`src/common/stm_consts.vh`:
```
// Constants for the standard timer with compare and PWM
`ifndef STM_CONSTS_VH
`define STM_CONSTS_VH
// Register byte addresses
`define STM_ADDR_CTRL0   8'h00
`define STM_ADDR_CTRL1   8'h04
`define STM_ADDR_CNT_LO  8'h08
`define STM_ADDR_CNT_HI  8'h0C
`define STM_ADDR_CMPA_LO 8'h10
`define STM_ADDR_CMPA_HI 8'h14
`define STM_ADDR_FLAGS   8'h18
// Control 0 fields
`define STM_C0_ON        3
`define STM_C0_RP_HI     2
// Control 1 fields
`define STM_C1_MODE_HI   7
`define STM_C1_MODE_LO   6
`define STM_C1_FUNC_HI   5
`define STM_C1_FUNC_LO   4
`define STM_C1_OC        3
`define STM_C1_POL       2
`define STM_C1_DPX       1
`define STM_C1_CCLR      0
// Flag register fields
`define STM_FLAG_A       0
`define STM_FLAG_P       1
// Modes
`define STM_MODE_CMP     2'b00
`define STM_MODE_CAP     2'b01
`define STM_MODE_PWM     2'b10
`define STM_MODE_TMR     2'b11
// Pin functions, compare mode
`define STM_CF_NONE      2'b00
`define STM_CF_LOW       2'b01
`define STM_CF_HIGH      2'b10
`define STM_CF_TOGGLE    2'b11
// Pin functions, PWM mode
`define STM_PF_INACT     2'b00
`define STM_PF_ACT       2'b01
`define STM_PF_PWM       2'b10
`define STM_PF_PULSE     2'b11
// Reset values
`define STM_RST_BYTE     8'h00
`define STM_RST_CNT      10'h000
// AXI responses
`define STM_RESP_OKAY    2'b00
`define STM_RESP_SLVERR  2'b10
`endif

```
`src/hdl/stm_timer.v`:
```
// Standard timer with compare match, timer/counter and PWM modes, AXI4-Lite registers
//
// The implementer's own choices: the address map and the AXI4-Lite register port.
`default_nettype none
`include "stm_consts.vh"

// Operation
// - Rising on bit restores initial pin level
// - Level bit: initial level or active level
// - Single pulse starts at level-bit level
// - Polarity bit inverts pin, ignored timer mode
// - Swap bit exchanges period and duty roles
// - Clear on A match, else P/overflow
// - Overflow clear only when period zero
// - Clear select ignored in PWM modes
// - Counter readable as low/high bytes
// - Compare A held as read/write bytes
// - Mode field selects compare, PWM, timer
// - Clear select low raises both flags
// - Clear select high raises A only
// - Zero compare A overflows without A flag
// - Pin changes only on A match
// - A match sets, clears or toggles pin
// - Timer mode like compare, pin unused
// - PWM: one compare sets period, other duty
// - PWM raises both match flags, single pulse raises A only
// - PWM pin function passes or forces level
// - Period value versus counter top three bits
// - On rise clears counter, fall holds it
// - PWM function encoding four choices
// - Duty at or above period gives full
module stm_timer #(
  parameter CW = 10,
  parameter PW = 3
) (
  input  wire        sys_clk,
  input  wire        nrst,
  input  wire        clk_en,
  input  wire        tick,
  input  wire [7:0]  s_axi_awaddr,
  input  wire        s_axi_awvalid,
  output reg         s_axi_awready,
  input  wire [31:0] s_axi_wdata,
  input  wire [3:0]  s_axi_wstrb,
  input  wire        s_axi_wvalid,
  output reg         s_axi_wready,
  output reg  [1:0]  s_axi_bresp,
  output reg         s_axi_bvalid,
  input  wire        s_axi_bready,
  input  wire [7:0]  s_axi_araddr,
  input  wire        s_axi_arvalid,
  output reg         s_axi_arready,
  output reg  [31:0] s_axi_rdata,
  output reg  [1:0]  s_axi_rresp,
  output reg         s_axi_rvalid,
  input  wire        s_axi_rready,
  output reg         pin_out_r,
  output reg         pin_oe_r,
  output reg         match_a_flag_r,
  output reg         match_p_flag_r
);

  localparam [CW-1:0] CNT_MAX = {CW{1'b1}};
  localparam [CW-1:0] CNT_ONE = {{(CW-1){1'b0}}, 1'b1};

  ////////////////////////////////////////////////////////////////
  // Registers and state
  reg  [7:0]    ctrl0_r;
  reg  [7:0]    ctrl1_r;
  reg  [CW-1:0] cmpa_r;
  reg  [CW-1:0] cnt_r;
  reg           on_d_r;
  reg           level_r;
  reg  [7:0]    aw_addr_r;
  reg           aw_have_r;
  reg  [31:0]   w_data_r;
  reg  [3:0]    w_strb_r;
  reg           w_have_r;

  wire          on_bit   = ctrl0_r[`STM_C0_ON];
  wire [PW-1:0] period_v = ctrl0_r[`STM_C0_RP_HI -: PW];
  wire [1:0]    mode     = {ctrl1_r[`STM_C1_MODE_HI], ctrl1_r[`STM_C1_MODE_LO]};
  wire [1:0]    func     = {ctrl1_r[`STM_C1_FUNC_HI], ctrl1_r[`STM_C1_FUNC_LO]};
  wire          oc       = ctrl1_r[`STM_C1_OC];
  wire          pol      = ctrl1_r[`STM_C1_POL];
  wire          dpx      = ctrl1_r[`STM_C1_DPX];
  wire          cclr     = ctrl1_r[`STM_C1_CCLR];

  ////////////////////////////////////////////////////////////////
  // Comparators
  // All compares look at the counter before it advances, so a
  // match is seen on the tick that leaves the matching value and
  // the clear, flag and level change land on that same edge, the pin one clock later.
  wire          is_pwm   = (mode == `STM_MODE_PWM);
  wire          is_pulse = is_pwm && (func == `STM_PF_PULSE);
  wire          is_cmp   = (mode == `STM_MODE_CMP) || (mode == `STM_MODE_TMR);
  wire          on_rise  = on_bit && !on_d_r;
  wire          running  = on_bit && on_d_r && tick;
  // Period compare against top bits, zero means full range
  wire          p_hit    = (period_v != {PW{1'b0}}) &&
                           (cnt_r[CW-1 -: PW] == period_v) &&
                           (cnt_r[CW-PW-1:0] == {(CW-PW){1'b0}});
  wire          ovf      = (cnt_r == CNT_MAX);
  wire          a_hit    = (cmpa_r != {CW{1'b0}}) && (cnt_r == cmpa_r);
  // Period boundary value for PWM, zero period is full count
  wire [CW:0]   p_full   = (period_v == {PW{1'b0}}) ? {1'b1, {CW{1'b0}}} :
                           {1'b0, period_v, {(CW-PW){1'b0}}};
  wire [CW:0]   per_val  = dpx ? {1'b0, cmpa_r} : p_full;
  wire [CW:0]   duty_val = dpx ? p_full : {1'b0, cmpa_r};
  wire          pwm_end  = dpx ? a_hit : (p_hit || (period_v == {PW{1'b0}} && ovf));
  wire          duty_on  = (duty_val >= per_val) ||
                           ({1'b0, cnt_r} < duty_val);

  // Counter clear choice
  // Single pulse never clears here: only a rising on bit restarts
  // the count, so the pulse width is set by compare A alone.
  // The clear select bit only matters outside the PWM modes, capture mode included.
  reg           clr_now;
  reg           set_a;
  reg           set_p;
  always @* begin
    clr_now = 1'b0;
    set_a   = a_hit;
    set_p   = p_hit;
    if (is_pulse) begin
      clr_now = 1'b0;
      set_p   = 1'b0;
    end else if (is_pwm) begin
      clr_now = pwm_end;
    end else if (cclr) begin
      clr_now = a_hit;
      set_p   = 1'b0;
    end else begin
      clr_now = p_hit || (period_v == {PW{1'b0}} && ovf);
    end
  end

  ////////////////////////////////////////////////////////////////
  // Signals built further down; the counter process uses all but wr_ok
  reg           pin_nxt;
  wire          flag_clr_a;
  wire          flag_clr_p;
  reg           wr_ok;

  ////////////////////////////////////////////////////////////////
  // Counter, flags and output level
  // The on bit is delayed one cycle so that the edge after a rise
  // restarts from zero; a tick in that cycle is not counted, which
  // keeps the first period of every run the full length.
  // Flags are updated every enabled cycle, even while stopped, so a
  // software clear is never lost when the counter is off.
  always @(posedge sys_clk or negedge nrst) begin
    if (!nrst) begin
      cnt_r          <= `STM_RST_CNT;
      on_d_r         <= 1'b0;
      level_r        <= 1'b0;
      match_a_flag_r <= 1'b0;
      match_p_flag_r <= 1'b0;
      pin_out_r      <= 1'b0;
      pin_oe_r       <= 1'b0;
    end else if (clk_en) begin
      on_d_r <= on_bit;
      if (on_rise) begin
        cnt_r   <= `STM_RST_CNT;
        level_r <= oc;
      end else if (running) begin
        cnt_r <= clr_now ? `STM_RST_CNT : cnt_r + CNT_ONE;
        if (is_cmp && set_a) begin
          case (func)
            `STM_CF_LOW:    level_r <= 1'b0;
            `STM_CF_HIGH:   level_r <= 1'b1;
            `STM_CF_TOGGLE: level_r <= ~level_r;
            default:        level_r <= level_r;
          endcase
        end
        if (is_pulse && a_hit) begin
          level_r <= ~oc;
        end
      end
      // Flags: hardware set wins over software clear
      if (running && set_a) begin
        match_a_flag_r <= 1'b1;
      end else if (flag_clr_a) begin
        match_a_flag_r <= 1'b0;
      end
      if (running && set_p) begin
        match_p_flag_r <= 1'b1;
      end else if (flag_clr_p) begin
        match_p_flag_r <= 1'b0;
      end
      pin_out_r <= pin_nxt ^ (pol && mode != `STM_MODE_TMR);
      pin_oe_r  <= (mode != `STM_MODE_TMR) && (mode != `STM_MODE_CAP);
    end
  end

  // Pin level before polarity stage
  // Forced levels follow the active level bit at once, so the pin
  // is defined even while the counter is off.
  // PWM gating uses the live on bit to park the pin inactive.
  always @* begin
    pin_nxt = level_r;
    if (is_pwm && !is_pulse) begin
      case (func)
        `STM_PF_INACT: pin_nxt = ~oc;
        `STM_PF_ACT:   pin_nxt = oc;
        default:       pin_nxt = (on_bit && duty_on) ? oc : ~oc;
      endcase
    end else if (is_pulse) begin
      pin_nxt = (on_bit && on_d_r) ? level_r : ~oc;
    end else if (mode == `STM_MODE_TMR) begin
      pin_nxt = 1'b0;
    end
  end

  ////////////////////////////////////////////////////////////////
  // AXI4-Lite write side
  // Address and data are latched separately and applied together;
  // a new write is held off until the previous response is gone.
  wire aw_take = s_axi_awvalid && s_axi_awready;
  wire w_take  = s_axi_wvalid && s_axi_wready;
  wire do_wr   = aw_have_r && w_have_r && !s_axi_bvalid;
  wire lane0   = w_strb_r[0];
  assign flag_clr_a = do_wr && lane0 && (aw_addr_r == `STM_ADDR_FLAGS) && w_data_r[`STM_FLAG_A];
  assign flag_clr_p = do_wr && lane0 && (aw_addr_r == `STM_ADDR_FLAGS) && w_data_r[`STM_FLAG_P];

  // Address decode of the latched write address
  always @* begin
    wr_ok = 1'b1;
    if (aw_addr_r == `STM_ADDR_CTRL0) begin
      wr_ok = 1'b1;
    end else if (aw_addr_r == `STM_ADDR_CTRL1) begin
      wr_ok = 1'b1;
    end else if (aw_addr_r == `STM_ADDR_CNT_LO) begin
      wr_ok = 1'b1; // Accepted, value ignored
    end else if (aw_addr_r == `STM_ADDR_CNT_HI) begin
      wr_ok = 1'b1; // Accepted, value ignored
    end else if (aw_addr_r == `STM_ADDR_CMPA_LO) begin
      wr_ok = 1'b1;
    end else if (aw_addr_r == `STM_ADDR_CMPA_HI) begin
      wr_ok = 1'b1;
    end else if (aw_addr_r == `STM_ADDR_FLAGS) begin
      wr_ok = 1'b1;
    end else begin
      wr_ok = 1'b0;
    end
  end

  always @(posedge sys_clk or negedge nrst) begin
    if (!nrst) begin
      s_axi_awready <= 1'b0;
      s_axi_wready  <= 1'b0;
      s_axi_bvalid  <= 1'b0;
      s_axi_bresp   <= `STM_RESP_OKAY;
      aw_have_r     <= 1'b0;
      w_have_r      <= 1'b0;
      aw_addr_r     <= `STM_RST_BYTE;
      w_data_r      <= 32'h0000_0000;
      w_strb_r      <= 4'h0;
      ctrl0_r       <= `STM_RST_BYTE;
      ctrl1_r       <= `STM_RST_BYTE;
      cmpa_r        <= `STM_RST_CNT;
    end else if (clk_en) begin
      s_axi_awready <= !aw_have_r && !aw_take;
      s_axi_wready  <= !w_have_r && !w_take;
      if (aw_take) begin
        aw_have_r <= 1'b1;
        aw_addr_r <= s_axi_awaddr;
      end
      if (w_take) begin
        w_have_r <= 1'b1;
        w_data_r <= s_axi_wdata;
        w_strb_r <= s_axi_wstrb;
      end
      if (do_wr) begin
        aw_have_r    <= 1'b0;
        w_have_r     <= 1'b0;
        s_axi_bvalid <= 1'b1;
        s_axi_bresp  <= wr_ok ? `STM_RESP_OKAY : `STM_RESP_SLVERR;
        if (lane0) begin
          // Counter bytes are read-only and ignore writes
          if (aw_addr_r == `STM_ADDR_CTRL0) begin
            ctrl0_r <= w_data_r[7:0];
          end else if (aw_addr_r == `STM_ADDR_CTRL1) begin
            ctrl1_r <= w_data_r[7:0];
          end else if (aw_addr_r == `STM_ADDR_CMPA_LO) begin
            cmpa_r[7:0] <= w_data_r[7:0];
          end else if (aw_addr_r == `STM_ADDR_CMPA_HI) begin
            cmpa_r[CW-1:8] <= w_data_r[CW-9:0];
          end
        end
      end else if (s_axi_bvalid && s_axi_bready) begin
        s_axi_bvalid <= 1'b0;
      end
    end
  end

  ////////////////////////////////////////////////////////////////
  // AXI4-Lite read side
  // Read data is captured at the address handshake, so a counter
  // read returns the count of that cycle and stays stable after.
  reg [31:0] rd_mux;
  reg        rd_ok;
  always @* begin
    rd_mux = 32'h0000_0000;
    rd_ok  = 1'b1;
    if (s_axi_araddr == `STM_ADDR_CTRL0) begin
      rd_mux[7:0] = ctrl0_r;
    end else if (s_axi_araddr == `STM_ADDR_CTRL1) begin
      rd_mux[7:0] = ctrl1_r;
    end else if (s_axi_araddr == `STM_ADDR_CNT_LO) begin
      rd_mux[7:0] = cnt_r[7:0];
    end else if (s_axi_araddr == `STM_ADDR_CNT_HI) begin
      rd_mux[CW-9:0] = cnt_r[CW-1:8];
    end else if (s_axi_araddr == `STM_ADDR_CMPA_LO) begin
      rd_mux[7:0] = cmpa_r[7:0];
    end else if (s_axi_araddr == `STM_ADDR_CMPA_HI) begin
      rd_mux[CW-9:0] = cmpa_r[CW-1:8];
    end else if (s_axi_araddr == `STM_ADDR_FLAGS) begin
      rd_mux[`STM_FLAG_A] = match_a_flag_r;
      rd_mux[`STM_FLAG_P] = match_p_flag_r;
    end else begin
      rd_ok = 1'b0;
    end
  end

  always @(posedge sys_clk or negedge nrst) begin
    if (!nrst) begin
      s_axi_arready <= 1'b0;
      s_axi_rvalid  <= 1'b0;
      s_axi_rdata   <= 32'h0000_0000;
      s_axi_rresp   <= `STM_RESP_OKAY;
    end else if (clk_en) begin
      s_axi_arready <= !s_axi_rvalid && !s_axi_arready && s_axi_arvalid;
      if (s_axi_arvalid && s_axi_arready) begin
        s_axi_rvalid <= 1'b1;
        s_axi_rdata  <= rd_mux;
        s_axi_rresp  <= rd_ok ? `STM_RESP_OKAY : `STM_RESP_SLVERR;
      end else if (s_axi_rvalid && s_axi_rready) begin
        s_axi_rvalid <= 1'b0;
      end
    end
  end

endmodule
`default_nettype wire

```
`config.mk`:
```
export PLATFORM = sky130hd
export DESIGN_NAME = stm_timer
export DESIGN_NICKNAME = d
export VERILOG_FILES = /design/src/hdl/stm_timer.v
export VERILOG_INCLUDE_DIRS = /design/src /design/src/common
export SDC_FILE = /design/constraint.sdc
export NUM_CORES = 1
export LEC_CHECK = 0
export ABC_AREA = 1
export ABC_CLOCK_PERIOD_IN_PS = 5300
export BUFFER_PORTS_ARGS = -buffer_cell sky130_fd_sc_hd__buf_2
export CAP_MARGIN = 5
export CORE_MARGIN = 5
export CORE_UTILIZATION = 42
export DETAILED_ROUTE_END_ITERATION = 8
export GPL_ROUTABILITY_DRIVEN = 0
export MAX_ROUTING_LAYER = met4
export PLACE_DENSITY = 0.69
export RECOVER_POWER = 50
export SLEW_MARGIN = 5
export SYNTH_ARGS = -nofsm -noshare
export SYNTH_HDL_FRONTEND = slang
export SYNTH_SLANG_ARGS = --single-unit
```
`constraint.sdc`:
```
create_clock -name sys_clk -period 5.3 [get_ports sys_clk]
set_input_delay 0.53 -clock sys_clk [delete_from_list [all_inputs] [get_ports sys_clk]]
set_output_delay 0.53 -clock sys_clk [all_outputs]
set_load 0.02 [all_outputs]
```
==> results by group <==
Critical path
  • Setup CP Type: reg -> reg
  • Crit path largest cell delay: between 0.5 and 0.6 ns
  • Startpoint Class: flip-flop
  • CP bufs+invs: 1
  • CP most frequent cell: nand2_1
  • FF-to-FF Start: ctrl1_r[1]$_DFFE_PN0P_
  • Crit end category: flip-flop
  • Worst reg2reg path depth: 16
  • Crit path DAT: 2.67 ns
  • Data required time of the critical path: 5.55 ns
  • CP delay by family, top: simple AND/OR/NAND/NOR gates
  • Crit-path cells: o21ai_0 -> inv_1 -> ha_1 -> nand3_1 -> nor2_2 -> nand3_1 -> nand3_1 -> nand2_1 -> nand2_1 -> nand2_1 -> nand2_1 -> nand2_1 -> nand2_1 -> nand3_1 -> nand3_1 -> nand2_1
  • R2R setup slack: about 2.9 ns
  • R2r endpoint: pin_out_r$_DFFE_PN0P_
  • Worst-path fanout max: 14
  • CP max-delay cell: dfrtp_1

Global route
  • First-pass GRT wire length: 19000 µm
  • GR Util All Layers: 0.188
  • Gr ovfl total: 0
  • Largest net degree at the start of global routing: a little under 80
  • Initial antenna violation count: 0
  • Vias in the first global route: about 4000

Cells and area
  • Area grow syn2layout: 10.3%
  • Area occupied by multi-input gates: around 0.0021 mm²
  • Final Instance Area: slightly below 0.005 mm²
  • Layout cell share with drive strength beyond 1: 0.117
  • Most frequent cells in the layout: 162 x nand2_1, 76 x dfrtp_1, 71 x inv_1, 71 x o21ai_0, 50 x buf_2
  • Number of nets in the layout: a little over 700
  • Ant diodes: 0
  • Fillers: about 1100
  • Reg area: between 0.0015 and 0.002 mm²
  • Leading cell type in the layout, fill and taps excluded: nand2_1

CTS
  • Clock Tree Root: clkbuf_8
  • Number of hold buffers added after cts: 0
  • H-tree Lvls: 3
  • CTS tree: built
  • Worst skew pair latency: ~0.35 ns
  • Total CTS buffers: 9
  • Post_cts resized: 0
  • CTS clk-pin slew, worst paths: roughly 0.080 ns
  • Maximum buffer depth of the clock tree: 2
  • Buffers inserted by post-CTS timing repair: 0
  • CTS sink count: 76

Timing
  • Final setup vio count: 0
  • Fin Setup TNS: 0 ns
  • Unrepaired setup endpoints after global routing: false
  • Worst-Margin Slew: 0.996 ns
  • Period utilization: 0.456
  • Worst clock skew: between 0.009 and 0.01 ns
  • Hold Vio Cnt, Final: 0
  • Max-slew violations: 0
  • Crit path time final: around 2.4 ns
  • Fmax: approximately 0.41 GHz
  • Max-slew headroom: 0.334

Place
  • DP HPWL: roughly 8600 µm
  • Count of input and output buffers: 52
  • Area after DPL: between 0.004 and 0.005 mm²

Power and ir drop
  • PwrDens: approximately 360 mW/mm²
  • Static Leakage: ~0.0024 µW
  • VDD IR max: approximately 0.00021 V

Job
  • Max cap viols: 0

Synth
  • Sequential element share of the synthesized area: 0.425
  • Yosys reg bits: 76
  • Post-synth ARST share: 1.00
  • Post-Syn Instances: approximately 600
  • Top_reg_cell synth: dfrtp_1
  • Mapped Area: ~0.0045 mm²
  • Syn avg cell area: about 7.5 µm²
  • YS warnings: 0
  • Synth cell types: 36
  • Post-synth EDFFs: 0

Floorplanning
  • # IOs: about 110
  • Starting Density: 0.431
  • Die ar.: between 0.01 and 0.015 mm²
  • Die width: 113 µm
  • Core ar.: just over 0.01 mm²
  • Die height: 113 µm
  • Cell Rows: 37

Routing
  • DR vias/cell: between 5 and 6
  • DRT iter0 DRCs: 294
  • Via count: roughly 4100
  • Antenna viol nets, final: 0
  • Pre-antenna DRT Iters: 5
  • Routed len/inst: ~14 µm
  • Total wire length: ~11000 µm
  • # DRC: 0

Run status
  • Outcome: completed

Worst hold path
  • Tightest Hold Check Type: in -> async
[area by class of cell]
cell class | count | share of cell area
Clock buffer | 11 | 0.0307
Timing Repair Buffer | 52 | 0.0530
Sequential cell | 76 | 0.385
Clock inverter | 5 | 0.00710
Tap cell | 136 | 0.0345
Multi-Input combinational cell | 433 | 0.433
Inverter | 74 | 0.0563
[state kept, by name, summed over array words and instances (netlist names), 8 cells and up]
signal and cells:
cmpa_r 10, s_axi_rdata 8, aw_addr_r 8, ctrl0_r 8
w_data_r 8, ctrl1_r 8, cnt_r 10
[worst max path at each step]
stage                           start                     to  slack (ns)  depth (start not counted)
2_1_floorplan  ctrl1_r[1]$_DFFE_PN0P_  pin_out_r$_DFFE_PN0P_        3.15                         19
3_3_place_gp   ctrl1_r[1]$_DFFE_PN0P_  pin_out_r$_DFFE_PN0P_        2.93                         18
3_5_place_dp   ctrl1_r[1]$_DFFE_PN0P_  pin_out_r$_DFFE_PN0P_        2.90                         18
4_1_cts        ctrl1_r[1]$_DFFE_PN0P_  pin_out_r$_DFFE_PN0P_        2.90                         18
5_1_grt        ctrl1_r[1]$_DFFE_PN0P_  pin_out_r$_DFFE_PN0P_        2.57                         17
6_report       ctrl1_r[1]$_DFFE_PN0P_  pin_out_r$_DFFE_PN0P_        2.88                         16
[per-stage QoR]
step / power [µW] / hold WS (ns) / cells / utilization / setup slack (ns)
finish: 1800 / 0.307 / 787 / 0.476 / 2.88
global route: 1940 / 0.347 / 787 / 0.476 / 2.57
CTS: 1820 / 0.349 / 787 / 0.476 / 2.90
detailed placement: 1390 / 0.468 / 771 / 0.458 / 2.90
global placement: 1360 / 0.462 / 771 / 0.458 / 2.93
floorplan: 1220 / 0.234 / 620 / - / 3.15
[cell families (layout without fill, tap and decap cells)]
family                   after synthesis  in the layout  synth area share
XOR/XNOR                              14             14            0.0274
AND/OR/NAND/NOR                      272            272             0.253
buffers and inverters                111            142             0.118
other                                  1             26          0.000838
AO/OA/AOI/OAI                        106            106             0.133
flip-flops                            76             76             0.425
adder cells (fa/ha/maj)               15             15            0.0420
[power by group]
group | internal (µW) | switching, µW
clock | 197 | 225
sequential | 711 | 112
combinational | 187 | 368
[Yosys cell counts (all sizes together) (10+ instances only)]
cell / n / share of area
ha: 15 / 0.042
o21ai: 73 / 0.082
inv: 74 / 0.062
nand3: 30 / 0.034
buf: 30 / 0.050
nor2: 50 / 0.043
a21oi: 10 / 0.012
dfrtp: 76 / 0.43
xor2: 13 / 0.025
nor3: 13 / 0.015
nand2: 163 / 0.14
[routing by layer]
layer,GRT usage,up-vias,share of wire
li1,-,1992,-
met1,0.251,1853,0.45
met2,0.274,226,0.43
met3,0.0369,43,0.085
met4,0.0873,0,0.040
met5,-,-,0
No activity file was read; power rests on OpenSTA's default activity.
